## config.mk

```make
export PLATFORM = sky130hd
export DESIGN_NAME = lspfe_exception_entry
export DESIGN_NICKNAME = d
export VERILOG_FILES = /design/src/lspfe_pkg.sv /design/src/lspfe_align_code.sv /design/src/lspfe_prog_detect.sv /design/src/lspfe_exception_entry.sv
export SDC_FILE = /design/constraint.sdc
export NUM_CORES = 1
export LEC_CHECK = 0
export BUFFER_PORTS_ARGS = -buffer_cell sky130_fd_sc_hd__buf_2
export CAP_MARGIN = 25
export CELL_PAD_IN_SITES_DETAIL_PLACEMENT = 2
export CELL_PAD_IN_SITES_GLOBAL_PLACEMENT = 2
export CORE_MARGIN = 5
export CORE_UTILIZATION = 39
export CTS_BUF_LIST = sky130_fd_sc_hd__clkbuf_4
export CTS_CLUSTER_SIZE = 12
export DETAILED_ROUTE_END_ITERATION = 6
export PLACE_DENSITY = 0.93
export RECOVER_POWER = 100
export SLEW_MARGIN = 20
export SYNTH_ARGS = -nofsm -noshare
export SYNTH_HDL_FRONTEND = slang
export SYNTH_HIERARCHICAL = 1
export SYNTH_SLANG_ARGS = --single-unit
export TNS_END_PERCENT = 5
```

## constraint.sdc

```tcl
create_clock -name clk -period 11.04 [get_ports clk]
set_input_delay 1.656 -clock clk [delete_from_list [all_inputs] [get_ports clk]]
set_output_delay 1.656 -clock clk [all_outputs]
set_load 0.005 [all_outputs]
```

## src/lspfe_pkg.sv

```systemverilog
// Constants, types and register map of the load/store, program and floating-point exception entry block.
// Assumes big-endian bit numbering for architected registers: bit 0 is the MSB of a 32-bit word.
package lspfe_pkg;
   // ----------------------------------------------------------------
   // Register map (AXI4-Lite byte addresses)
   // ----------------------------------------------------------------
   localparam logic [7:0] LSPFE_OFF_ALIGN_CAUSE = 8'h00;
   localparam logic [7:0] LSPFE_OFF_SAVED_RET   = 8'h04;
   localparam logic [7:0] LSPFE_OFF_SAVED_STATE = 8'h08;
   localparam logic [7:0] LSPFE_OFF_MACH_STATE  = 8'h0c;
   localparam logic [7:0] LSPFE_OFF_STATUS      = 8'h10;
   localparam logic [7:0] LSPFE_OFF_VEC_BASE    = 8'h14;

   // ----------------------------------------------------------------
   // machine_state bits, as LSB-0 indices (architected bit n -> 31-n)
   // ----------------------------------------------------------------
   localparam int LSPFE_MS_USER_PRIV  = 17; // bit 14
   localparam int LSPFE_MS_FP_AVAIL   = 13; // bit 18
   localparam int LSPFE_MS_MCHK_EN    = 12; // bit 19
   localparam int LSPFE_MS_FP_MODE0   = 11; // bit 20
   localparam int LSPFE_MS_FP_MODE1   = 8;  // bit 23
   localparam int LSPFE_MS_VEC_SEL    = 6;  // bit 25
   localparam int LSPFE_MS_EXC_ENDIAN = 16; // bit 15
   localparam int LSPFE_MS_ENDIAN     = 0;  // bit 31

   // saved_state_and_cause cause bits, LSB-0 indices
   localparam int LSPFE_SS_FP_EN      = 20; // bit 11
   localparam int LSPFE_SS_PRIV       = 18; // bit 13
   localparam int LSPFE_SS_TRAP       = 17; // bit 14
   localparam int LSPFE_SS_SUBSEQ     = 16; // bit 15

   // alignment_cause_status bits 15..21 -> LSB-0 16..10
   localparam int LSPFE_AC_LSB        = 10;

   localparam logic [31:0] LSPFE_MS_RESET     = 32'h0000_0040;
   localparam logic [31:0] LSPFE_VEC_PROGRAM  = 32'h0000_0700;
   localparam logic [31:0] LSPFE_VEC_FP_UNAV  = 32'h0000_0800;
   localparam logic [31:0] LSPFE_BASE_LOW     = 32'h0000_0000;
   localparam logic [31:0] LSPFE_BASE_HIGH    = 32'hfff0_0000;

   // ----------------------------------------------------------------
   // Alignment code fields
   // ----------------------------------------------------------------
   localparam logic [1:0] LSPFE_AM_IMM   = 2'h0;
   localparam logic [1:0] LSPFE_AM_STR   = 2'h1;
   localparam logic [1:0] LSPFE_AM_REV   = 2'h2;
   localparam logic [1:0] LSPFE_AM_IDX   = 2'h3;

   typedef enum logic [3:0] {
      LSPFE_OP_LWZ   = 4'h0,
      LSPFE_OP_STW   = 4'h2,
      LSPFE_OP_LHZ   = 4'h4,
      LSPFE_OP_LHA   = 4'h5,
      LSPFE_OP_STH   = 4'h6,
      LSPFE_OP_LMW   = 4'h7,
      LSPFE_OP_LFS   = 4'h8,
      LSPFE_OP_LFD   = 4'h9,
      LSPFE_OP_STFS  = 4'ha,
      LSPFE_OP_STFD  = 4'hb,
      LSPFE_OP_LHREV = 4'hc,
      LSPFE_OP_SHREV = 4'he
   } lspfe_op_t;

   // Access class as seen by the load/store unit
   typedef enum logic [2:0] {
      LSPFE_K_IMM    = 3'h0,
      LSPFE_K_IDX    = 3'h1,
      LSPFE_K_STRX   = 3'h2,
      LSPFE_K_STRI   = 3'h3,
      LSPFE_K_REV    = 3'h4,
      LSPFE_K_STCX   = 3'h5,
      LSPFE_K_LWARX  = 3'h6,
      LSPFE_K_LWAUX  = 3'h7
   } lspfe_kind_t;

   typedef enum logic [1:0] {
      LSPFE_S_IDLE = 2'b00,
      LSPFE_S_DONE = 2'b01
   } lspfe_state_t;
endpackage

```

## src/lspfe_align_code.sv

```systemverilog
// Builds the seven-bit alignment cause code from a decoded load/store description.
// Assumes the load/store unit has already classified the access.
`timescale 1ns/1ps
module lspfe_align_code
   import lspfe_pkg::*;
(
   input  wire lspfe_kind_t kind,
   input  wire logic [3:0]  opLow,
   input  wire logic        update,
   output logic [6:0]       code
);
   always_comb begin
      case (kind)
         LSPFE_K_IMM:   code = {LSPFE_AM_IMM, update, opLow};        // [RL2] [RL3]
         LSPFE_K_IDX:   code = {LSPFE_AM_IDX, update, opLow};        // [RL4]
         LSPFE_K_STRX:  code = {LSPFE_AM_STR, 1'b0, 2'b10, opLow[1], 1'b0}; // [RL5]
         LSPFE_K_STRI:  code = {LSPFE_AM_STR, 1'b0, 2'b10, opLow[1], 1'b1}; // [RL5]
         LSPFE_K_REV:   code = {LSPFE_AM_REV, 1'b0, opLow};          // [RL6]
         LSPFE_K_STCX:  code = {LSPFE_AM_REV, 1'b0, LSPFE_OP_STW};   // [RL6]
         LSPFE_K_LWARX: code = {LSPFE_AM_IMM, 1'b0, LSPFE_OP_LWZ};   // [RL7]
         LSPFE_K_LWAUX: code = {LSPFE_AM_STR, 1'b1, LSPFE_OP_LHA};   // [RL5]
         default:       code = 7'h00;
      endcase
   end
endmodule

```

## src/lspfe_prog_detect.sv

```systemverilog
// Detects program and floating-point unavailable exception causes of the current instruction.
// Assumes the sequencer presents decoded instruction flags for one cycle with instValid.
`timescale 1ns/1ps
module lspfe_prog_detect
   import lspfe_pkg::*;
(
   input  wire logic        instValid,
   input  wire logic [31:0] machState,
   input  wire logic        fpEnabledSummary,
   input  wire logic        isMoveToFpsc,
   input  wire logic        isPrivOp,
   input  wire logic        isMoveToMs,
   input  wire logic        isRfi,
   input  wire logic        isSprMove,
   input  wire logic        sprSupervisor,
   input  wire logic        sprValidInternal,
   input  wire logic        sprExternal,
   input  wire logic        trapHit,
   input  wire logic        isFpInst,
   input  wire logic        isUnimpl,
   input  wire logic        higherPending,
   output logic             fpEnCause,
   output logic             privCause,
   output logic             trapCause,
   output logic             takeProgram,
   output logic             takeFpUnav,
   output logic             takeEmul
);
   logic userMode;
   logic fpeWouldSet;
   logic ok;

   always_comb begin
      userMode    = machState[LSPFE_MS_USER_PRIV];
      ok          = instValid && !higherPending;
      // Only move/rfi paths produce the FP-enabled program cause; FP arithmetic raises no FP-enabled exception here
      fpeWouldSet = (machState[LSPFE_MS_FP_MODE0] | machState[LSPFE_MS_FP_MODE1]) & fpEnabledSummary;
      fpEnCause   = ok && !isUnimpl && (isMoveToFpsc || isMoveToMs || isRfi) && fpeWouldSet; // [RL9] [RL10]
      privCause   = ok && !isUnimpl && userMode &&
                    (isPrivOp ||                                                   // [RL11]
                     (isSprMove && sprSupervisor && (sprValidInternal || sprExternal))); // [RL12]
      trapCause   = ok && !isUnimpl && trapHit;                                    // [RL13]
      takeEmul    = ok && isUnimpl;                                                // [RL14]
      takeFpUnav  = ok && !isUnimpl && isFpInst && !machState[LSPFE_MS_FP_AVAIL]; // [RL20]
      takeProgram = !takeFpUnav && (fpEnCause || privCause || trapCause);          // [RL8]
   end
endmodule

```

## src/lspfe_exception_entry.sv

```systemverilog
// Top of the load/store alignment, program and floating-point unavailable exception entry block.
// Assumes the sequencer presents one decoded instruction per valid cycle and honours fetch redirects.
//
// What this block does
// RL1 - On alignment exception, write seven-bit access code into cause status bits 15-21.
// RL2 - Middle code bit marks update forms, e.g. updating word load/store.
// RL3 - Immediate-offset non-update forms use leading 00 and the listed op codes.
// RL4 - Indexed forms use leading 11 with same update bit and op code.
// RL5 - String accesses use 01 0 10xx; indexed updating algebraic word load 01 1 0101.
// RL6 - Byte-reversed accesses use 10 0 1xx0; conditional word store 10 0 0010.
// RL7 - Reserving word load gives all-zero code; handler uses fault address register.
// RL8 - Program exception only without higher priority and with at least one cause.
// RL9 - FP-enabled cause when fp moves or rfi leave mode and summary both set.
// RL10 - FP arithmetic enabled condition raises assist exception, not program exception; this block has no assist output and raises neither.
// RL11 - State moves or rfi in user mode raise privileged program exception.
// RL12 - Supervisor special-register move in user mode to valid internal or external raises privileged.
// RL13 - Any true trap condition raises trap program exception.
// RL14 - Unimplemented or illegal instruction raises software emulation, not program exception.
// RL15 - Program entry loads saved return address with excepting instruction address.
// RL16 - Program entry sets bit 11, 13 or 14 by cause, clears bit 12.
// RL17 - Bit 15 clear when saved address is the causing one, else set.
// RL18 - Entry keeps vector base and machine-check enable, copies exception endian, clears rest.
// RL19 - Program exception resumes fetch at 0x00700 from selected base.
// RL20 - FP instruction with fp unavailable raises fp-unavailable exception absent higher priority.
// RL21 - FP-unavailable entry loads saved return address with causing instruction address.
// RL22 - FP-unavailable exception resumes fetch at 0x00800 from selected base.
// RL23 - Entry copies machine state bits 16-31 into saved state bits 16-31.
// RL24 - Program entry clears saved bits 0-10; fp-unavailable clears bits 0-15.
// RL25 - All saved and state updates occur in the redirect cycle.
//
// Chosen here: the AXI4-Lite slave port and the register offsets.
`timescale 1ns/1ps
module lspfe_exception_entry
   import lspfe_pkg::*;
(
   input  wire logic        clk,
   input  wire logic        sys_rst,
   // Instruction presented by the sequencer
   input  wire logic        instValid,
   input  wire logic [31:0] instAddr,
   input  wire logic        higherPending,
   input  wire logic        fpEnabledSummary,
   input  wire logic        isMoveToFpsc,
   input  wire logic        isPrivOp,
   input  wire logic        isMoveToMs,
   input  wire logic        isRfi,
   input  wire logic        isSprMove,
   input  wire logic        sprSupervisor,
   input  wire logic        sprValidInternal,
   input  wire logic        sprExternal,
   input  wire logic        trapHit,
   input  wire logic        isFpInst,
   input  wire logic        isUnimpl,
   input  wire logic        savedIsNext,
   // Alignment fault from the load/store unit
   input  wire logic        alignFault,
   input  wire lspfe_kind_t alignKind,
   input  wire logic [3:0]  alignOp,
   input  wire logic        alignUpdate,
   // Fetch redirect and side exceptions
   output logic             redirectValid,
   output logic [31:0]      redirectAddr,
   output logic             emulRequest,
   output logic [31:0]      machineStateOut,
   // AXI4-Lite slave
   input  wire logic [7:0]  s_axi_awaddr,
   input  wire logic        s_axi_awvalid,
   output logic             s_axi_awready,
   input  wire logic [31:0] s_axi_wdata,
   input  wire logic [3:0]  s_axi_wstrb,
   input  wire logic        s_axi_wvalid,
   output logic             s_axi_wready,
   output logic [1:0]       s_axi_bresp,
   output logic             s_axi_bvalid,
   input  wire logic        s_axi_bready,
   input  wire logic [7:0]  s_axi_araddr,
   input  wire logic        s_axi_arvalid,
   output logic             s_axi_arready,
   output logic [31:0]      s_axi_rdata,
   output logic [1:0]       s_axi_rresp,
   output logic             s_axi_rvalid,
   input  wire logic        s_axi_rready
);
   // ----------------------------------------------------------------
   // Registers
   // ----------------------------------------------------------------
   logic [31:0] alignCause;
   logic [31:0] savedRet;
   logic [31:0] savedState;
   logic [31:0] machState;
   logic [31:0] vecBaseHigh;
   logic [31:0] entryCount;

   logic [6:0]  alignCode;
   logic        fpEnCause;
   logic        privCause;
   logic        trapCause;
   logic        takeProgram;
   logic        takeFpUnav;
   logic        takeEmul;
   logic        takeEntry;

   function automatic logic [31:0] entryState(input logic [31:0] ms);
      logic [31:0] r;
      r = 32'h0;
      r[LSPFE_MS_VEC_SEL] = ms[LSPFE_MS_VEC_SEL];
      r[LSPFE_MS_MCHK_EN] = ms[LSPFE_MS_MCHK_EN];
      r[LSPFE_MS_ENDIAN]  = ms[LSPFE_MS_EXC_ENDIAN];
      return r;
   endfunction

   function automatic logic [31:0] vectorAddr(input logic ip, input logic [31:0] hi,
                                              input logic [31:0] off);
      return (ip ? hi : LSPFE_BASE_LOW) | off;
   endfunction

   lspfe_align_code u_code (
      .kind   (alignKind),
      .opLow  (alignOp),
      .update (alignUpdate),
      .code   (alignCode)
   );

   lspfe_prog_detect u_det (
      .instValid        (instValid),
      .machState        (machState),
      .fpEnabledSummary (fpEnabledSummary),
      .isMoveToFpsc     (isMoveToFpsc),
      .isPrivOp         (isPrivOp),
      .isMoveToMs       (isMoveToMs),
      .isRfi            (isRfi),
      .isSprMove        (isSprMove),
      .sprSupervisor    (sprSupervisor),
      .sprValidInternal (sprValidInternal),
      .sprExternal      (sprExternal),
      .trapHit          (trapHit),
      .isFpInst         (isFpInst),
      .isUnimpl         (isUnimpl),
      .higherPending    (higherPending),
      .fpEnCause        (fpEnCause),
      .privCause        (privCause),
      .trapCause        (trapCause),
      .takeProgram      (takeProgram),
      .takeFpUnav       (takeFpUnav),
      .takeEmul         (takeEmul)
   );

   assign takeEntry = takeProgram || takeFpUnav;

   // ----------------------------------------------------------------
   // AXI4-Lite write channel
   // ----------------------------------------------------------------
   logic        awHeld;
   logic        wHeld;
   logic [7:0]  awAddr;
   logic [31:0] wData;
   logic [3:0]  wStrb;
   logic        doWrite;

   assign doWrite = awHeld && wHeld && !s_axi_bvalid;

   function automatic logic [31:0] merge(input logic [31:0] old, input logic [31:0] d,
                                         input logic [3:0] st);
      logic [31:0] r;
      r = old;
      for (int i = 0; i < 4; i++) begin
         if (st[i]) begin
            r[i*8 +: 8] = d[i*8 +: 8];
         end
      end
      return r;
   endfunction

   always_ff @(posedge clk or posedge sys_rst) begin
      if (sys_rst) begin
         awHeld        <= 1'b0;
         wHeld         <= 1'b0;
         awAddr        <= 8'h00;
         wData         <= 32'h0;
         wStrb         <= 4'h0;
         s_axi_awready <= 1'b0;
         s_axi_wready  <= 1'b0;
         s_axi_bvalid  <= 1'b0;
         s_axi_bresp   <= 2'h0;
      end else begin
         s_axi_awready <= !awHeld && !s_axi_awready;
         s_axi_wready  <= !wHeld && !s_axi_wready;
         if (s_axi_awvalid && s_axi_awready) begin
            awHeld <= 1'b1;
            awAddr <= s_axi_awaddr;
         end
         if (s_axi_wvalid && s_axi_wready) begin
            wHeld <= 1'b1;
            wData <= s_axi_wdata;
            wStrb <= s_axi_wstrb;
         end
         if (doWrite) begin
            awHeld       <= 1'b0;
            wHeld        <= 1'b0;
            s_axi_bvalid <= 1'b1;
            s_axi_bresp  <= (awAddr > LSPFE_OFF_VEC_BASE || awAddr[1:0] != 2'h0 ||
                             awAddr == LSPFE_OFF_STATUS) ? 2'h2 : 2'h0;
         end else if (s_axi_bvalid && s_axi_bready) begin
            s_axi_bvalid <= 1'b0;
         end
      end
   end

   // ----------------------------------------------------------------
   // Architected state; hardware entry wins over a software write
   // ----------------------------------------------------------------
   always_ff @(posedge clk or posedge sys_rst) begin
      if (sys_rst) begin
         alignCause <= 32'h0;
      end else if (alignFault) begin
         alignCause <= 32'h0;
         alignCause[LSPFE_AC_LSB +: 7] <= alignCode;             // [RL1]
      end else if (doWrite && awAddr == LSPFE_OFF_ALIGN_CAUSE) begin
         alignCause <= merge(alignCause, wData, wStrb);
      end
   end

   always_ff @(posedge clk or posedge sys_rst) begin
      if (sys_rst) begin
         savedRet   <= 32'h0;
         savedState <= 32'h0;
         machState  <= LSPFE_MS_RESET;
      end else if (takeEntry) begin
         savedRet <= instAddr;                                   // [RL15] [RL21] [RL25]
         savedState <= {16'h0, machState[15:0]};                 // [RL23] [RL24]
         if (takeProgram) begin
            // Priority keeps one cause bit only
            savedState[LSPFE_SS_FP_EN]  <= fpEnCause;            // [RL16]
            savedState[LSPFE_SS_PRIV]   <= !fpEnCause && privCause;
            savedState[LSPFE_SS_TRAP]   <= !fpEnCause && !privCause && trapCause;
            savedState[LSPFE_SS_SUBSEQ] <= savedIsNext;          // [RL17]
         end
         machState <= entryState(machState);                     // [RL18]
      end else if (doWrite) begin
         if (awAddr == LSPFE_OFF_SAVED_RET) begin
            savedRet <= merge(savedRet, wData, wStrb);
         end
         if (awAddr == LSPFE_OFF_SAVED_STATE) begin
            savedState <= merge(savedState, wData, wStrb);
         end
         if (awAddr == LSPFE_OFF_MACH_STATE) begin
            machState <= merge(machState, wData, wStrb);
         end
      end
   end

   always_ff @(posedge clk or posedge sys_rst) begin
      if (sys_rst) begin
         vecBaseHigh <= LSPFE_BASE_HIGH;
      end else if (doWrite && awAddr == LSPFE_OFF_VEC_BASE) begin
         vecBaseHigh <= merge(vecBaseHigh, wData, wStrb);
      end
   end

   always_ff @(posedge clk or posedge sys_rst) begin
      if (sys_rst) begin
         entryCount <= 32'h0;
      end else if (takeEntry) begin
         entryCount <= entryCount + 32'h1;
      end
   end

   // ----------------------------------------------------------------
   // Fetch redirect
   // ----------------------------------------------------------------
   always_ff @(posedge clk or posedge sys_rst) begin
      if (sys_rst) begin
         redirectValid   <= 1'b0;
         redirectAddr    <= 32'h0;
         emulRequest     <= 1'b0;
      end else begin
         redirectValid <= takeEntry;                             // [RL25]
         emulRequest   <= takeEmul;                              // [RL14]
         if (takeProgram) begin
            redirectAddr <= vectorAddr(machState[LSPFE_MS_VEC_SEL], vecBaseHigh, LSPFE_VEC_PROGRAM); // [RL19]
         end else if (takeFpUnav) begin
            redirectAddr <= vectorAddr(machState[LSPFE_MS_VEC_SEL], vecBaseHigh, LSPFE_VEC_FP_UNAV); // [RL22]
         end
      end
   end

   assign machineStateOut = machState;

   // ----------------------------------------------------------------
   // AXI4-Lite read channel
   // ----------------------------------------------------------------
   always_ff @(posedge clk or posedge sys_rst) begin
      if (sys_rst) begin
         s_axi_arready <= 1'b0;
         s_axi_rvalid  <= 1'b0;
         s_axi_rdata   <= 32'h0;
         s_axi_rresp   <= 2'h0;
      end else begin
         s_axi_arready <= !s_axi_rvalid && !s_axi_arready;
         if (s_axi_arvalid && s_axi_arready) begin
            s_axi_rvalid <= 1'b1;
            s_axi_rresp  <= 2'h0;
            case (s_axi_araddr)
               LSPFE_OFF_ALIGN_CAUSE: s_axi_rdata <= alignCause;
               LSPFE_OFF_SAVED_RET:   s_axi_rdata <= savedRet;
               LSPFE_OFF_SAVED_STATE: s_axi_rdata <= savedState;
               LSPFE_OFF_MACH_STATE:  s_axi_rdata <= machState;
               LSPFE_OFF_STATUS:      s_axi_rdata <= entryCount;
               LSPFE_OFF_VEC_BASE:    s_axi_rdata <= vecBaseHigh;
               default: begin
                  s_axi_rdata <= 32'h0;
                  s_axi_rresp <= 2'h2;
               end
            endcase
         end else if (s_axi_rvalid && s_axi_rready) begin
            s_axi_rvalid <= 1'b0;
         end
      end
   end

   // ----------------------------------------------------------------
   // Checks
   // ----------------------------------------------------------------
   AST_ALIGN_CODE: assert property (@(posedge clk) disable iff (sys_rst) // [RL1]
      alignFault |=> alignCause[16:10] == $past(alignCode))
      else $error("alignment code not captured");
   AST_LWARX_ZERO: assert property (@(posedge clk) disable iff (sys_rst) // [RL7]
      alignFault && alignKind == LSPFE_K_LWARX |=> alignCause == 32'h0)
      else $error("reserving load code not zero");
   AST_PROG_VEC: assert property (@(posedge clk) disable iff (sys_rst) // [RL19]
      takeProgram |=> redirectValid && redirectAddr[19:0] == 20'h00700)
      else $error("program vector wrong");
   AST_FPU_VEC: assert property (@(posedge clk) disable iff (sys_rst) // [RL22]
      takeFpUnav |=> redirectValid && redirectAddr[19:0] == 20'h00800)
      else $error("fp unavailable vector wrong");
   AST_SAVED_ADDR: assert property (@(posedge clk) disable iff (sys_rst) // [RL15]
      takeEntry |=> savedRet == $past(instAddr))
      else $error("saved return address wrong");
   AST_ONE_CAUSE: assert property (@(posedge clk) disable iff (sys_rst) // [RL16]
      $past(takeProgram) |-> $onehot({savedState[20], savedState[18], savedState[17]}) && !savedState[19])
      else $error("program cause bits wrong");
   AST_MS_COPY: assert property (@(posedge clk) disable iff (sys_rst) // [RL23]
      takeEntry |=> savedState[15:0] == $past(machState[15:0]) && machState[0] == $past(machState[16]))
      else $error("state copy wrong");
   AST_FPU_CLEAR: assert property (@(posedge clk) disable iff (sys_rst) // [RL24]
      takeFpUnav |=> savedState[31:16] == 16'h0)
      else $error("fp unavailable saved bits not cleared");
   AST_PRIV: assert property (@(posedge clk) disable iff (sys_rst) // [RL11]
      instValid && !higherPending && !isUnimpl && isPrivOp && machState[17] && !(isFpInst && !machState[13])
      && !fpEnCause |=> redirectValid && savedState[18])
      else $error("privileged exception missed");
   AST_EMUL: assert property (@(posedge clk) disable iff (sys_rst) // [RL14]
      instValid && isUnimpl && !higherPending |=> emulRequest && !redirectValid)
      else $error("emulation not raised");
endmodule

```

**Word level (Yosys, flattened, before mapping)**

Index checks and enable logic that the tools add are counted.
Widths: inputs -> output; s select.

- Memory bits (read-only): 0
- Output and inout bits: 107
- Bits in writable memories: 0
- Memories kept: 0
- Word-level logic and storage cells: 190
- Register bits after elaboration: 313
- Latch bits: 0
- Bits of input ports: 115

- $mul: 0
- Muxes and demuxes: 34
- Shifts and indexed selects: 0
- $add $sub $neg: 1
- Order comparisons: 1
- Bitwise operators: 3
- Eq/ne operators: 17
- Divide/modulo/power cells: 0
- Reductions and logical operators: 95

Operators with widths:

| kind | count |
|---|---|
| $mux 32 | 14 |
| $pmux 32 s6 | 1 |
| $pmux 7 s8 | 1 |
| $mux 8 | 6 |
| $reduce_bool 2->1 | 19 |
| $reduce_and 3->1 | 12 |
| $add 32x1->32 const B | 1 |
| $eq 8x4->1 const B | 4 |
| $eq 8x5->1 const B | 4 |
| $logic_and 1x1->1 | 28 |
| $eq 8x3->1 const B | 2 |
| $logic_not 8->1 | 2 |
| $reduce_and 2->1 | 8 |
| $logic_not 1->1 | 13 |
| $eq 3x3->1 const B | 4 |
| $logic_or 1x1->1 | 9 |
| $mux 1 | 9 |
| $gt 8x5->1 const B | 1 |
| $reduce_and 4->1 | 2 |
| $eq 3x2->1 const B | 2 |
| $reduce_or 6->1 | 1 |
| $mux 2 | 2 |
| $eq 3x1->1 const B | 1 |
| $logic_not 3->1 | 1 |
| 4 further kinds | 4 |

**Longest topological paths before layout**

Gate-level depths: netlist of the first run.

- Depth in word-level cells: 11
- Gate-level depth with buffers: 9
- Gate-level depth less buffers: 8

**Cells and area by module**

Netlist of the first run, hierarchy kept.

Modules (own cells, without submodules):

| module | seq. area each (µm²) | area each (µm²) | times used | cells an instance |
|---|---|---|---|---|
| lspfe_exception_entry | 7798.7 | 14453.9 | 1 | 1277 |
| lspfe_align_code | 0.0 | 98.8 | 1 | 17 |
| lspfe_prog_detect | 0.0 | 95.1 | 1 | 14 |

**Worst setup path before layout of the first run**

OpenSTA, ideal clock, no wires.

- Kind: in2reg
- From: in sprExternal
- To: reg machState[0], in the netlist machineStateOut[0]
- Setup time: 0.137 ns
- Data arrival time: 3.505 ns
- Required time: 10.903 ns
- Slack: 7.398 ns
- Cell stages on the path: 8
- Path buffers: 3
- Path through: o211a_1 -> o21a_1 -> o311a_1 -> nor2_1 -> clkbuf_1 -> buf_2 -> buf_1 -> a21oi_1

- Longest elaborated chain between the ends: 10
- Elaborated cells on any way between the ends: 13
- Classes of those cells: mux (1); reduce/logical (12)

Ends and longest elaborated chain:

| item | line | source |
|---|---|---|
| from (decl) | lspfe_exception_entry.sv:50 | `input wire logic sprExternal,` |
| $logic_or 1x1->1 (*) | lspfe_prog_detect.sv:41 | `(isSprMove && sprSupervisor && (sprValidInternal \|\| sprExternal)));` |
| $logic_and 1x1->1 (*) | lspfe_prog_detect.sv:41 |  |
| $logic_or 1x1->1 (*) | lspfe_prog_detect.sv:40 | `(isPrivOp \|\|` |
| $logic_and 1x1->1 (*) | lspfe_prog_detect.sv:39 | `privCause = ok && !isUnimpl && userMode &&` |
| $logic_or 1x1->1 (*) (2 in series) | lspfe_prog_detect.sv:45 | `takeProgram = !takeFpUnav && (fpEnCause \|\| privCause \|\| trapCause);` |
| $logic_and 1x1->1 (*) | lspfe_prog_detect.sv:45 |  |
| named net takeProgram | lspfe_exception_entry.sv:98 | `logic takeProgram;` |
| $logic_or 1x1->1 (*) | lspfe_exception_entry.sv:148 | `assign takeEntry = takeProgram \|\| takeFpUnav;` |
| $reduce_bool 2->1 (no line) | -- |  |
| $reduce_and 3->1 (no line) | -- |  |
| to (signal assigned) | lspfe_exception_entry.sv:238 | `machState <= entryState(machState);` |
| to (signal assigned) | lspfe_exception_entry.sv:247 | `machState <= merge(machState, wData, wStrb);` |
| to (decl) | lspfe_exception_entry.sv:90 | `logic [31:0] machState;` |

The timed path passes the listed nets; every way through them passes the cells marked *.
A chain may end at the register's enable or synchronous reset.

**Final worst setup path of the first run**

- From: in isMoveToMs
- To: reg savedState[10]

- Longest elaborated chain between the ends: 10
- Elaborated cells on any way between the ends: 13
- Classes of those cells: mux (1); reduce/logical (12)

Ends and longest elaborated chain:

| item | line | source |
|---|---|---|
| from (decl) | lspfe_exception_entry.sv:45 | `input wire logic isMoveToMs,` |
| $logic_or 1x1->1 (*) (2 in series) | lspfe_prog_detect.sv:38 | `fpEnCause = ok && !isUnimpl && (isMoveToFpsc \|\| isMoveToMs \|\| isRfi) && fpeWouldSet;` |
| $logic_and 1x1->1 (*) (2 in series) | lspfe_prog_detect.sv:38 |  |
| $logic_or 1x1->1 (*) (2 in series) | lspfe_prog_detect.sv:45 |  |
| $logic_and 1x1->1 (*) | lspfe_prog_detect.sv:45 |  |
| named net takeProgram | lspfe_exception_entry.sv:98 |  |
| $logic_or 1x1->1 (*) | lspfe_exception_entry.sv:148 |  |
| $reduce_bool 2->1 (no line) | -- |  |
| $reduce_and 3->1 (no line) | -- |  |
| to (signal assigned) | lspfe_exception_entry.sv:230 | `savedState <= {16'h0, machState[15:0]};` |
| to (signal, indexed assignment) | lspfe_exception_entry.sv:233 | `savedState[LSPFE_SS_FP_EN] <= fpEnCause;` |
| to (signal, indexed assignment) | lspfe_exception_entry.sv:234 | `savedState[LSPFE_SS_PRIV] <= !fpEnCause && privCause;` |
| to (decl) | lspfe_exception_entry.sv:89 | `logic [31:0] savedState;` |

Marked as above.

==> results of run 1 <==
==> critical path: stages <==
cell,delay (ns)
buf_2,0.10
nor3_1,0.29
nor2_1,0.09
o311a_1,0.55
nor2_1,0.31
clkbuf_1,2.77
o21ai_0,1.66
mux2_2,0.68
==> layer usage <==
metal	vias to the layer above	share of wire [%]	global-route usage (%)
li1	5203	-	-
met1	6755	39	39.71
met2	805	46	50.84
met3	280	8.3	9.191
met4	6	5.7	15.56
met5	-	0.069	0
==> logic make-up (layout without fill, tap and decap cells) <==
kind of cell | Yosys count | after routing | share of synthesized area (%)
AOI/OAI and AO/OA | 164 | 164 | 8.192
and+or+nand+nor | 447 | 447 | 14.21
buffers and inverters | 92 | 408 | 2.725
muxes | 260 | 260 | 19.59
other | 1 | 4 | 0.02560
DFF | 311 | 311 | 53.24
adders and majority gates | 2 | 2 | 0.1623
xor gates and xnor gates | 31 | 31 | 1.854
==> power by group <==
part	internal (W)	switching, W
sequential	0.00137	0.000336
combinational	0.000321	0.000438
clock	0.000617	0.000585
total	0.00231	0.00136
==> registers in the layout, indices dropped and copies added, names as in the netlist, 4 cells and up <==
register and cells:
alignCause 32, awAddr 8, redirectAddr 32, wStrb 4
savedRet 32, machineStateOut 32, wData 32, vecBaseHigh 32
s_axi_rdata 32, entryCount 32, savedState 32
==> worst min path at each step <==
stage / startpoint / to / slack [ns] / cells past startpoint
floorplan: s_axi_awready / s_axi_awready / 0.44 / 1
global placement: s_axi_rvalid / s_axi_arready / 0.43 / 1
detailed placement: s_axi_awready / s_axi_awready / 0.44 / 1
CTS: s_axi_awready / s_axi_awready / 0.46 / 1
global route: s_axi_awready / s_axi_awready / 0.48 / 1
finish: s_axi_awready / s_axi_awready / 0.46 / 1
==> through the flow <==
step | hold slack, ns | instances | setup WS (ns) | cell area, µm²
final | 0.4555 | 2138 | 3.520 | 17280
after global routing | 0.4834 | 2138 | 3.322 | 17280
after CTS | 0.4555 | 2132 | 6.688 | 17420
after detailed placement | 0.4362 | 1976 | 6.181 | 16250
after global placement | 0.4298 | 1974 | 6.280 | 16210
after floorplan | 0.4404 | 1309 | 0.8044 | 14650
==> layout make-up <==
| type | instances | area share, % |
|---|---|---|
| tap | 511 | 3.700 |
| clock buffer | 126 | 5.474 |
| sequential | 311 | 45.13 |
| antenna | 2 | 0.02896 |
| timing repair buffer | 241 | 6.813 |
| multi-input combinational | 906 | 37.30 |
| clock inverter | 30 | 1.296 |
| inverter | 11 | 0.2534 |
==> placed cells by master (no fill, tap or decap), types with 10 or more instances in the layout <==
cell type / n
nand3_1: 56
and2_1: 10
o21ai_0: 44
nand2_1: 206
xnor2_1: 26
a211oi_1: 15
a22o_1: 14
mux2_2: 121
buf_2: 138
a31oi_1: 15
clkbuf_1: 89
dfrtp_1: 298
clkinv_1: 21
mux2i_1: 110
nand4_1: 17
nor3_1: 13
dfstp_2: 12
mux2_1: 22
nor2_1: 85
clkbuf_4: 126
==> flow_metrics.env, run 1 <==
export IMPL_status="finished with violations"
export IMPL_violations="max-capacitance violations, max-slew violations"
export IMPL_tns_ns=0
export IMPL_crit_arrival_ns=8.15
export IMPL_avgRoutedWirePerCell_um=31.91
export IMPL_start_kind="input pin"
export IMPL_die_width_um=203.8
export IMPL_synth_seq_cells=311
export IMPL_slew_headroom_pct=-181.1
export IMPL_grt_pass1_wl_um=99660
export IMPL_postSynthCellCount=1308
export IMPL_final_antenna_net_count=0
export IMPL_root_buffer="clkbuf_4"
export IMPL_final_core_util_pct=46.20
export IMPL_grt_pass1_vias=14720
export IMPL_hold_class="flop to flop"
export IMPL_drt_pass1_iter_count=5
export IMPL_antenna_found_initial=6
export IMPL_final_period_utilization_pct=68.11
export IMPL_synthTopCellsByCount="dfrtp_1 (298), nand2_1 (207), mux2_2 (143), mux2i_1 (110), nor2_1 (85)"
export IMPL_cts_resized=0
export IMPL_fillCellCount=3926
export IMPL_worstRegToRegCells=7
export IMPL_post_drt_via_cell_ratio=6.103
export IMPL_seqCellArea_um2=7799
export IMPL_grt_max_degree=90
export IMPL_port_buffers=219
export IMPL_fp_row_count=71
export IMPL_cts_hold_buf=0
export IMPL_p_total_w=0.003671
export IMPL_clk_path_buf_depth=3
export IMPL_rrSetupSlack_ns=3.73
export IMPL_grt_ovfl_total=0
export IMPL_crit_required_ns=11.67
export IMPL_syn_area_um2=14650
export IMPL_rsz0062_at_grt="false"
export IMPL_multiInputGateArea_um2=6446
export IMPL_cts_buffers=85
export IMPL_cts_num_sinks=311
export IMPL_worstReg2RegEnd="savedState[10]"
export IMPL_final_nets=1672
export IMPL_synth_warnings=6
export IMPL_yosys_area_top_type="dfrtp_1"
export IMPL_criticalPathCategory="input pin to flop"
export IMPL_syn_to_final_growth_pct=17.97
export IMPL_io_pins=222
export IMPL_async_flop_share_pct=100.0
export IMPL_endpoint="savedState[10]"
export IMPL_finalCriticalPeriod_ns=7.520
export IMPL_drt_initial_drc_count=1223
export IMPL_power_density_nw_per_um2=212.5
export IMPL_die_area_um2=41530
export IMPL_synth_cell_type_count=69
export IMPL_cp_max_fo=69
export IMPL_slew_violations=446
export IMPL_drive_above_1_share_pct=27.82
export IMPL_post_dp_hpwl_um=42330
export IMPL_synth_area_leaders="dfrtp_1 (51%), mux2_2 (11%), mux2i_1 (7.5%), nand2_1 (5.3%), dfstp_2 (2.3%)"
export IMPL_critPathLaunch="isMoveToMs"
export IMPL_core_area_um2=37400
export IMPL_clk_pin_slew_ns=0.07
export IMPL_finalSetupViolations=0
export IMPL_cts_tree="built"
export IMPL_drv_cap=10
export IMPL_grt_use_total_pct=31.81
export IMPL_reg2reg_from="machineStateOut[8]"
export IMPL_hold_viol_final=0
export IMPL_yosysTopAreaCellShare_pct=50.91
export IMPL_tightest_slew_ns=4.194
export IMPL_synth_edf_count=0
export IMPL_synth_most_common_cell="dfrtp_1"
export IMPL_gp_congestion=0.8458
export IMPL_initial_utilization_pct=39.17
export IMPL_end_kind="flop"
export IMPL_synth_seq_area_share_pct=53.24
export IMPL_skew_ns=0.09030
export IMPL_p_leak_nw=8.465
export IMPL_vdd_ir_drop_max_v=0.0001111
export IMPL_drc=0
export IMPL_die_h_um=203.8
export IMPL_dr_total_vias=13050
export IMPL_insertion_delay_ns=0.80
export IMPL_syn_avg_cell_area_um2=11.20
export IMPL_synthFlopType="dfrtp_1"
export IMPL_cts_setup_buffers=0
export IMPL_max_freq_ghz=0.1330
export IMPL_htree_levels=3
export IMPL_routed_wl_um=68230
Note: power is estimated with default switching activity, not from simulation.
==> inputs of run 2 (changes only) <==
- CORE_UTILIZATION: 39 -> 35
- PLACE_DENSITY: 0.93 -> 0.88
- clock period: 11.04 -> 6.6 ns (I/O delays scaled with it)
==> flow_metrics.env, run 2 (same netlist as run 1, synthesis figures left out) <==
export IMPL_status="finished with violations"
export IMPL_violations="max-capacitance violations, max-slew violations"
export IMPL_end_kind="flop"
export IMPL_insertion_delay_ns=0.81
export IMPL_post_drt_via_cell_ratio=5.858
export IMPL_worstReg2RegEnd="savedState[0]"
export IMPL_cts_buffers=85
export IMPL_avgRoutedWirePerCell_um=29.83
export IMPL_worstRegToRegCells=8
export IMPL_grt_pass1_wl_um=96460
export IMPL_rsz0062_at_grt="false"
export IMPL_criticalPathCategory="flop to flop"
export IMPL_crit_required_ns=7.30
export IMPL_critical_path_slowest_cell="clkbuf_2"
export IMPL_path_cells="o21ai_0 -> nor2_1 -> o311a_1 -> nor2_1 -> clkbuf_2 -> and2_0 -> a21oi_1 -> mux2i_1"
export IMPL_cts_hold_buf=0
export IMPL_root_buffer="clkbuf_4"
export IMPL_p_leak_nw=8.399
export IMPL_grt_ovfl_total=0
export IMPL_cts_resized=0
export IMPL_die_width_um=214.6
export IMPL_slew_violations=270
export IMPL_drc=0
export IMPL_post_dp_hpwl_um=40760
export IMPL_htree_levels=3
export IMPL_clockPowerShare_pct=30.9
export IMPL_dr_total_vias=12640
export IMPL_grt_use_total_pct=27.30
export IMPL_seqPwrFrac_pct=48.3
export IMPL_drt_initial_drc_count=1131
export IMPL_hold_class="input pin to asynchronous set/reset pin"
export IMPL_internal_power_w=0.003726
export IMPL_critical_path_most_common_cell="nor2_1"
export IMPL_power_density_nw_per_um2=342.6
export IMPL_initial_utilization_pct=35.16
export IMPL_preCtsSetupSlack_ns=2.201
export IMPL_final_antenna_net_count=0
export IMPL_clk_pin_slew_ns=0.08
export IMPL_rrSetupSlack_ns=1.82
export IMPL_crit_arrival_ns=5.47
export IMPL_final_cell_mix="dfrtp_1 (298), nand2_1 (206), clkbuf_4 (131), buf_2 (131), mux2_2 (125)"
export IMPL_cts_setup_buffers=0
export IMPL_max_freq_ghz=0.2094
export IMPL_die_h_um=214.6
export IMPL_vdd_ir_drop_max_v=0.0001816
export IMPL_p_sw_w=0.002151
export IMPL_grt_pass1_vias=14390
export IMPL_antenna_found_initial=6
export IMPL_skew_ns=0.06860
export IMPL_drv_cap=6
export IMPL_critical_path_max_stage_delay_ns=1.31
export IMPL_fin_ws_ns=1.825
export IMPL_tns_ns=0
export IMPL_drt_pass1_iter_count=5
export IMPL_drive_above_1_share_pct=28.28
export IMPL_syn_to_final_growth_pct=17.11
export IMPL_gp_congestion=0.8260
export IMPL_hold_viol_final=0
export IMPL_cp_max_fo=57
export IMPL_fp_row_count=75
export IMPL_cts_num_sinks=311
export IMPL_final_nets=1669
export IMPL_slew_headroom_pct=-116.6
export IMPL_clk_path_buf_depth=3
export IMPL_routed_wl_um=64350
export IMPL_final_period_utilization_pct=72.35
export IMPL_swShare_pct=36.61
export IMPL_comb_power_share_pct=20.8
export IMPL_start_kind="flop"
export IMPL_finalCriticalPeriod_ns=4.775
export IMPL_core_area_um2=41670
export IMPL_port_buffers=219
export IMPL_die_area_um2=46040
export IMPL_io_pins=222
export IMPL_p_total_w=0.005877
export IMPL_reg2reg_from="machineStateOut[11]"
export IMPL_mostFrequentLayoutCell="dfrtp_1"
export IMPL_tightest_slew_ns=3.248
export IMPL_finalSetupViolations=0
export IMPL_grt_max_degree=176
export IMPL_cts_tree="built"
run 2: cell types whose count changed in the layout (fill, tap and decap cells not counted), sizes merged:
cell      before  now
clkbuf       215  224
bufinv         4    0
clkinvlp       3    1
inv           11   16
clkinv        23   13
buf          152  145
run 2: worst max-delay path by stage:
| stage | from | endpoint | slack, ns |
|---|---|---|---|
| floorplan | sys_rst | alignCause[0] | 1.48 |
| global placement | higherPending | machineStateOut[6] | 2.48 |
| detailed placement | higherPending | entryCount[15] | 2.20 |
| CTS | higherPending | entryCount[29] | 2.81 |
| global route | machineStateOut[11] | savedState[0] | 1.64 |
| finish | machineStateOut[11] | savedState[0] | 1.82 |
run 2: cell type report:
type / instances / area, µm²
Tap cell: 539 / 674.4
Sequential cell: 311 / 7799
Antenna cell: 2 / 5.005
Fill cell: 4485 / 24510
Clock buffer: 131 / 983.4
Timing Repair Buffer: 238 / 1120
Inverter: 11 / 45.04
Clock inverter: 19 / 75.07
Multi-Input combinational cell: 906 / 6452
run 2: layer usage:
| layer | vias up | wire (µm) | GRT usage [%] |
|---|---|---|---|
| met5 | - | 51 | 0 |
| met4 | 6 | 3124 | 13.14 |
| met3 | 199 | 4803 | 7.327 |
| met2 | 629 | 30210 | 44.08 |
| met1 | 6606 | 26160 | 34.16 |
| li1 | 5196 | - | - |
run 2: critical path: cells and delay by family (launching register included):
kind / cells / cell delay [ns]
mux: 1 / 0.20
flops: 1 / 0.45
compound gates: 3 / 1.25
buf+inv: 1 / 1.31
simple gates: 3 / 1.46
run 2: metrics by stage:
step	std cells	instance area (µm²)	hold WS [ns]	utilization [%]
after floorplan	1309	14660	0.4404	-
after global placement	2004	16260	0.4332	39.04
after detailed placement	2004	16270	0.4408	39.05
after CTS	2154	17330	0.1356	41.59
after global routing	2157	17150	0.2494	41.17
final	2157	17150	0.2271	41.17
run 2: power groups by stage:
stage | clock network [W] | registers, W | logic, W
5_1_grt | 0.00197 | 0.00285 | 0.00131
2_1_floorplan | 0 | 0.00257 | 0.000811
4_1_cts | 0.00185 | 0.00281 | 0.00124
3_5_place_dp | 0 | 0.00282 | 0.00116
3_3_place_gp | 0 | 0.00276 | 0.00106
6_report | 0.00181 | 0.00284 | 0.00122
==> inputs of run 3 (changes only) <==
- CORE_UTILIZATION: 35 -> 39
- PLACE_DENSITY: 0.88 -> 0.93
- clock period: 6.6 -> 4.85 ns (I/O delays scaled with it)
==> flow_metrics.env, run 3 (same netlist as run 1, synthesis figures left out) <==
export IMPL_status="finished with violations"
export IMPL_violations="max-capacitance violations, max-slew violations"
export IMPL_slew_violations=256
export IMPL_p_leak_nw=8.469
export IMPL_clk_pin_slew_ns=0.08
export IMPL_initial_utilization_pct=39.17
export IMPL_p_sw_w=0.003057
export IMPL_cts_buffers=85
export IMPL_crit_arrival_ns=4.81
export IMPL_drv_cap=5
export IMPL_finalSetupViolations=0
export IMPL_grt_use_total_pct=31.74
export IMPL_routed_wl_um=67220
export IMPL_dr_total_vias=12910
export IMPL_core_area_um2=37400
export IMPL_post_dp_hpwl_um=42030
export IMPL_drt_pass1_iter_count=5
export IMPL_clockPowerShare_pct=31.2
export IMPL_mostFrequentLayoutCell="dfrtp_1"
export IMPL_skew_ns=0.03101
export IMPL_syn_to_final_growth_pct=17.42
export IMPL_reg2reg_from="machineStateOut[11]"
export IMPL_start_kind="flop"
export IMPL_finalCriticalPeriod_ns=4.150
export IMPL_critical_path_max_stage_delay_ns=0.67
export IMPL_vdd_ir_drop_max_v=0.0002147
export IMPL_critical_path_most_common_cell="nand2_1"
export IMPL_swShare_pct=37.50
export IMPL_hold_path_cell_count=2
export IMPL_max_freq_ghz=0.2410
export IMPL_io_pins=222
export IMPL_die_width_um=203.8
export IMPL_critPathLaunch="machineStateOut[11]"
export IMPL_detailed_place_area_um2=16270
export IMPL_grt_pass1_vias=14530
export IMPL_hp_start="s_axi_bready"
export IMPL_drive_above_1_share_pct=28.17
export IMPL_end_kind="flop"
export IMPL_fillCellCount=3913
export IMPL_seqPwrFrac_pct=47.9
export IMPL_path_cells="o21ai_0 -> nor2_1 -> o311a_1 -> nor2_4 -> inv_4 -> clkbuf_2 -> nand2_1 -> nand2_1 -> mux2_1"
export IMPL_min_to="s_axi_bvalid"
export IMPL_drt_initial_drc_count=1397
export IMPL_critical_path_slowest_cell="clkbuf_2"
export IMPL_rsz0062_at_grt="false"
export IMPL_tightest_slew_ns=2.561
export IMPL_cts_hold_buf=1
export IMPL_comb_power_share_pct=20.9
export IMPL_antenna_found_initial=5
export IMPL_die_h_um=203.8
export IMPL_fp_row_count=71
export IMPL_slew_headroom_pct=-70.75
export IMPL_internal_power_w=0.005095
export IMPL_power_density_nw_per_um2=474.0
export IMPL_final_period_utilization_pct=85.57
export IMPL_criticalPathCategory="flop to flop"
export IMPL_worstReg2RegEnd="savedState[6]"
export IMPL_cts_resized=0
export IMPL_final_nets=1676
export IMPL_gp_congestion=0.8360
export IMPL_rrSetupSlack_ns=0.70
export IMPL_hold_class="input pin to flop"
export IMPL_stdcell_area_um2=17200
export IMPL_crit_required_ns=5.51
export IMPL_insertion_delay_ns=0.79
export IMPL_port_buffers=219
export IMPL_cp_max_fo=55
export IMPL_hold_viol_final=0
export IMPL_p_total_w=0.008152
export IMPL_final_antenna_net_count=0
export IMPL_post_drt_via_cell_ratio=6.029
export IMPL_cts_tree="built"
export IMPL_cts_setup_buffers=0
export IMPL_grt_max_degree=185
export IMPL_htree_levels=3
export IMPL_avgRoutedWirePerCell_um=31.40
export IMPL_grt_ovfl_total=0
export IMPL_clk_path_buf_depth=3
export IMPL_root_buffer="clkbuf_4"
export IMPL_worstRegToRegCells=9
export IMPL_die_area_um2=41530
export IMPL_grt_pass1_wl_um=98970
export IMPL_cts_num_sinks=311
export IMPL_drc=0
export IMPL_final_cell_mix="dfrtp_1 (298), nand2_1 (207), buf_2 (142)"
## run 3: cell count changes in the layout (fill, tap and decap cells not counted), sizes merged
| cell | change |
|---|---|
| diode | +2 |
| bufinv | +1 |
| clkbuf | -10 |
| inv | -3 |
| dlygate4sd3 | +1 |
| clkinv | +9 |
| buf | +12 |
## run 3: worst max-delay path by stage
stage | slack [ns] | cells past startpoint | to
global route | 0.56 | 9 | savedState[6]
floorplan | -0.008 | 1 | alignCause[0]
detailed placement | 0.95 | 8 | savedState[6]
global placement | 1.20 | 8 | savedState[4]
CTS | 1.07 | 7 | savedState[1]
finish | 0.70 | 9 | savedState[6]
## run 3: critical path, delay by kind of cell, from the launching register on
kind / cells / cell delay [ns]
DFF: 1 / 0.44
and+or+nand+nor: 4 / 1.15
buffers and inverters: 2 / 1.14
AOI/OAI and AO/OA: 2 / 0.93
muxes: 1 / 0.32
## run 3: routing by layer
layer,global-route usage (%),wire length [µm]
met5,0,16
met4,15.80,3183
met3,8.936,5820
met2,50.05,31430
met1,40.25,26780
## run 3: power by group through the flow
stage | logic (W) | registers [W] | clock network [W]
6_report | 0.00170 | 0.00390 | 0.00255
5_1_grt | 0.00181 | 0.00392 | 0.00272
4_1_cts | 0.00170 | 0.00385 | 0.00259
3_5_place_dp | 0.00160 | 0.00385 | 0
3_3_place_gp | 0.00143 | 0.00375 | 0
2_1_floorplan | 0.00110 | 0.00350 | 0
## run 3: layout make-up
type                    instances  area [µm²]  share of cell area [%]
well taps                     511       639.4                   3.717
clock inverters                26       130.1                  0.7566
diodes                          4       10.01                 0.05820
inverters                      11       45.04                  0.2619
clock buffers                 127       953.4                   5.543
multi-input cells             906        6431                   37.39
flip-flops and latches        311        7799                   45.34
repair buffers                245        1191                   6.926
## run 3: metrics by stage
| stage | setup WS, ns | instances | util (%) | setup TNS, ns | hold WS, ns |
|---|---|---|---|---|---|
| detailed placement | 0.9452 | 1981 | 43.50 | 0 | 0.4389 |
| CTS | 1.068 | 2135 | 46.43 | 0 | 0.07652 |
| floorplan | -0.007799 | 1309 | - | -2.324 | 0.4404 |
| finish | 0.7001 | 2141 | 45.99 | 0 | 0.1340 |
| global route | 0.5570 | 2141 | 45.99 | 0 | 0.1032 |
| global placement | 1.198 | 1981 | 43.50 | 0 | 0.4302 |
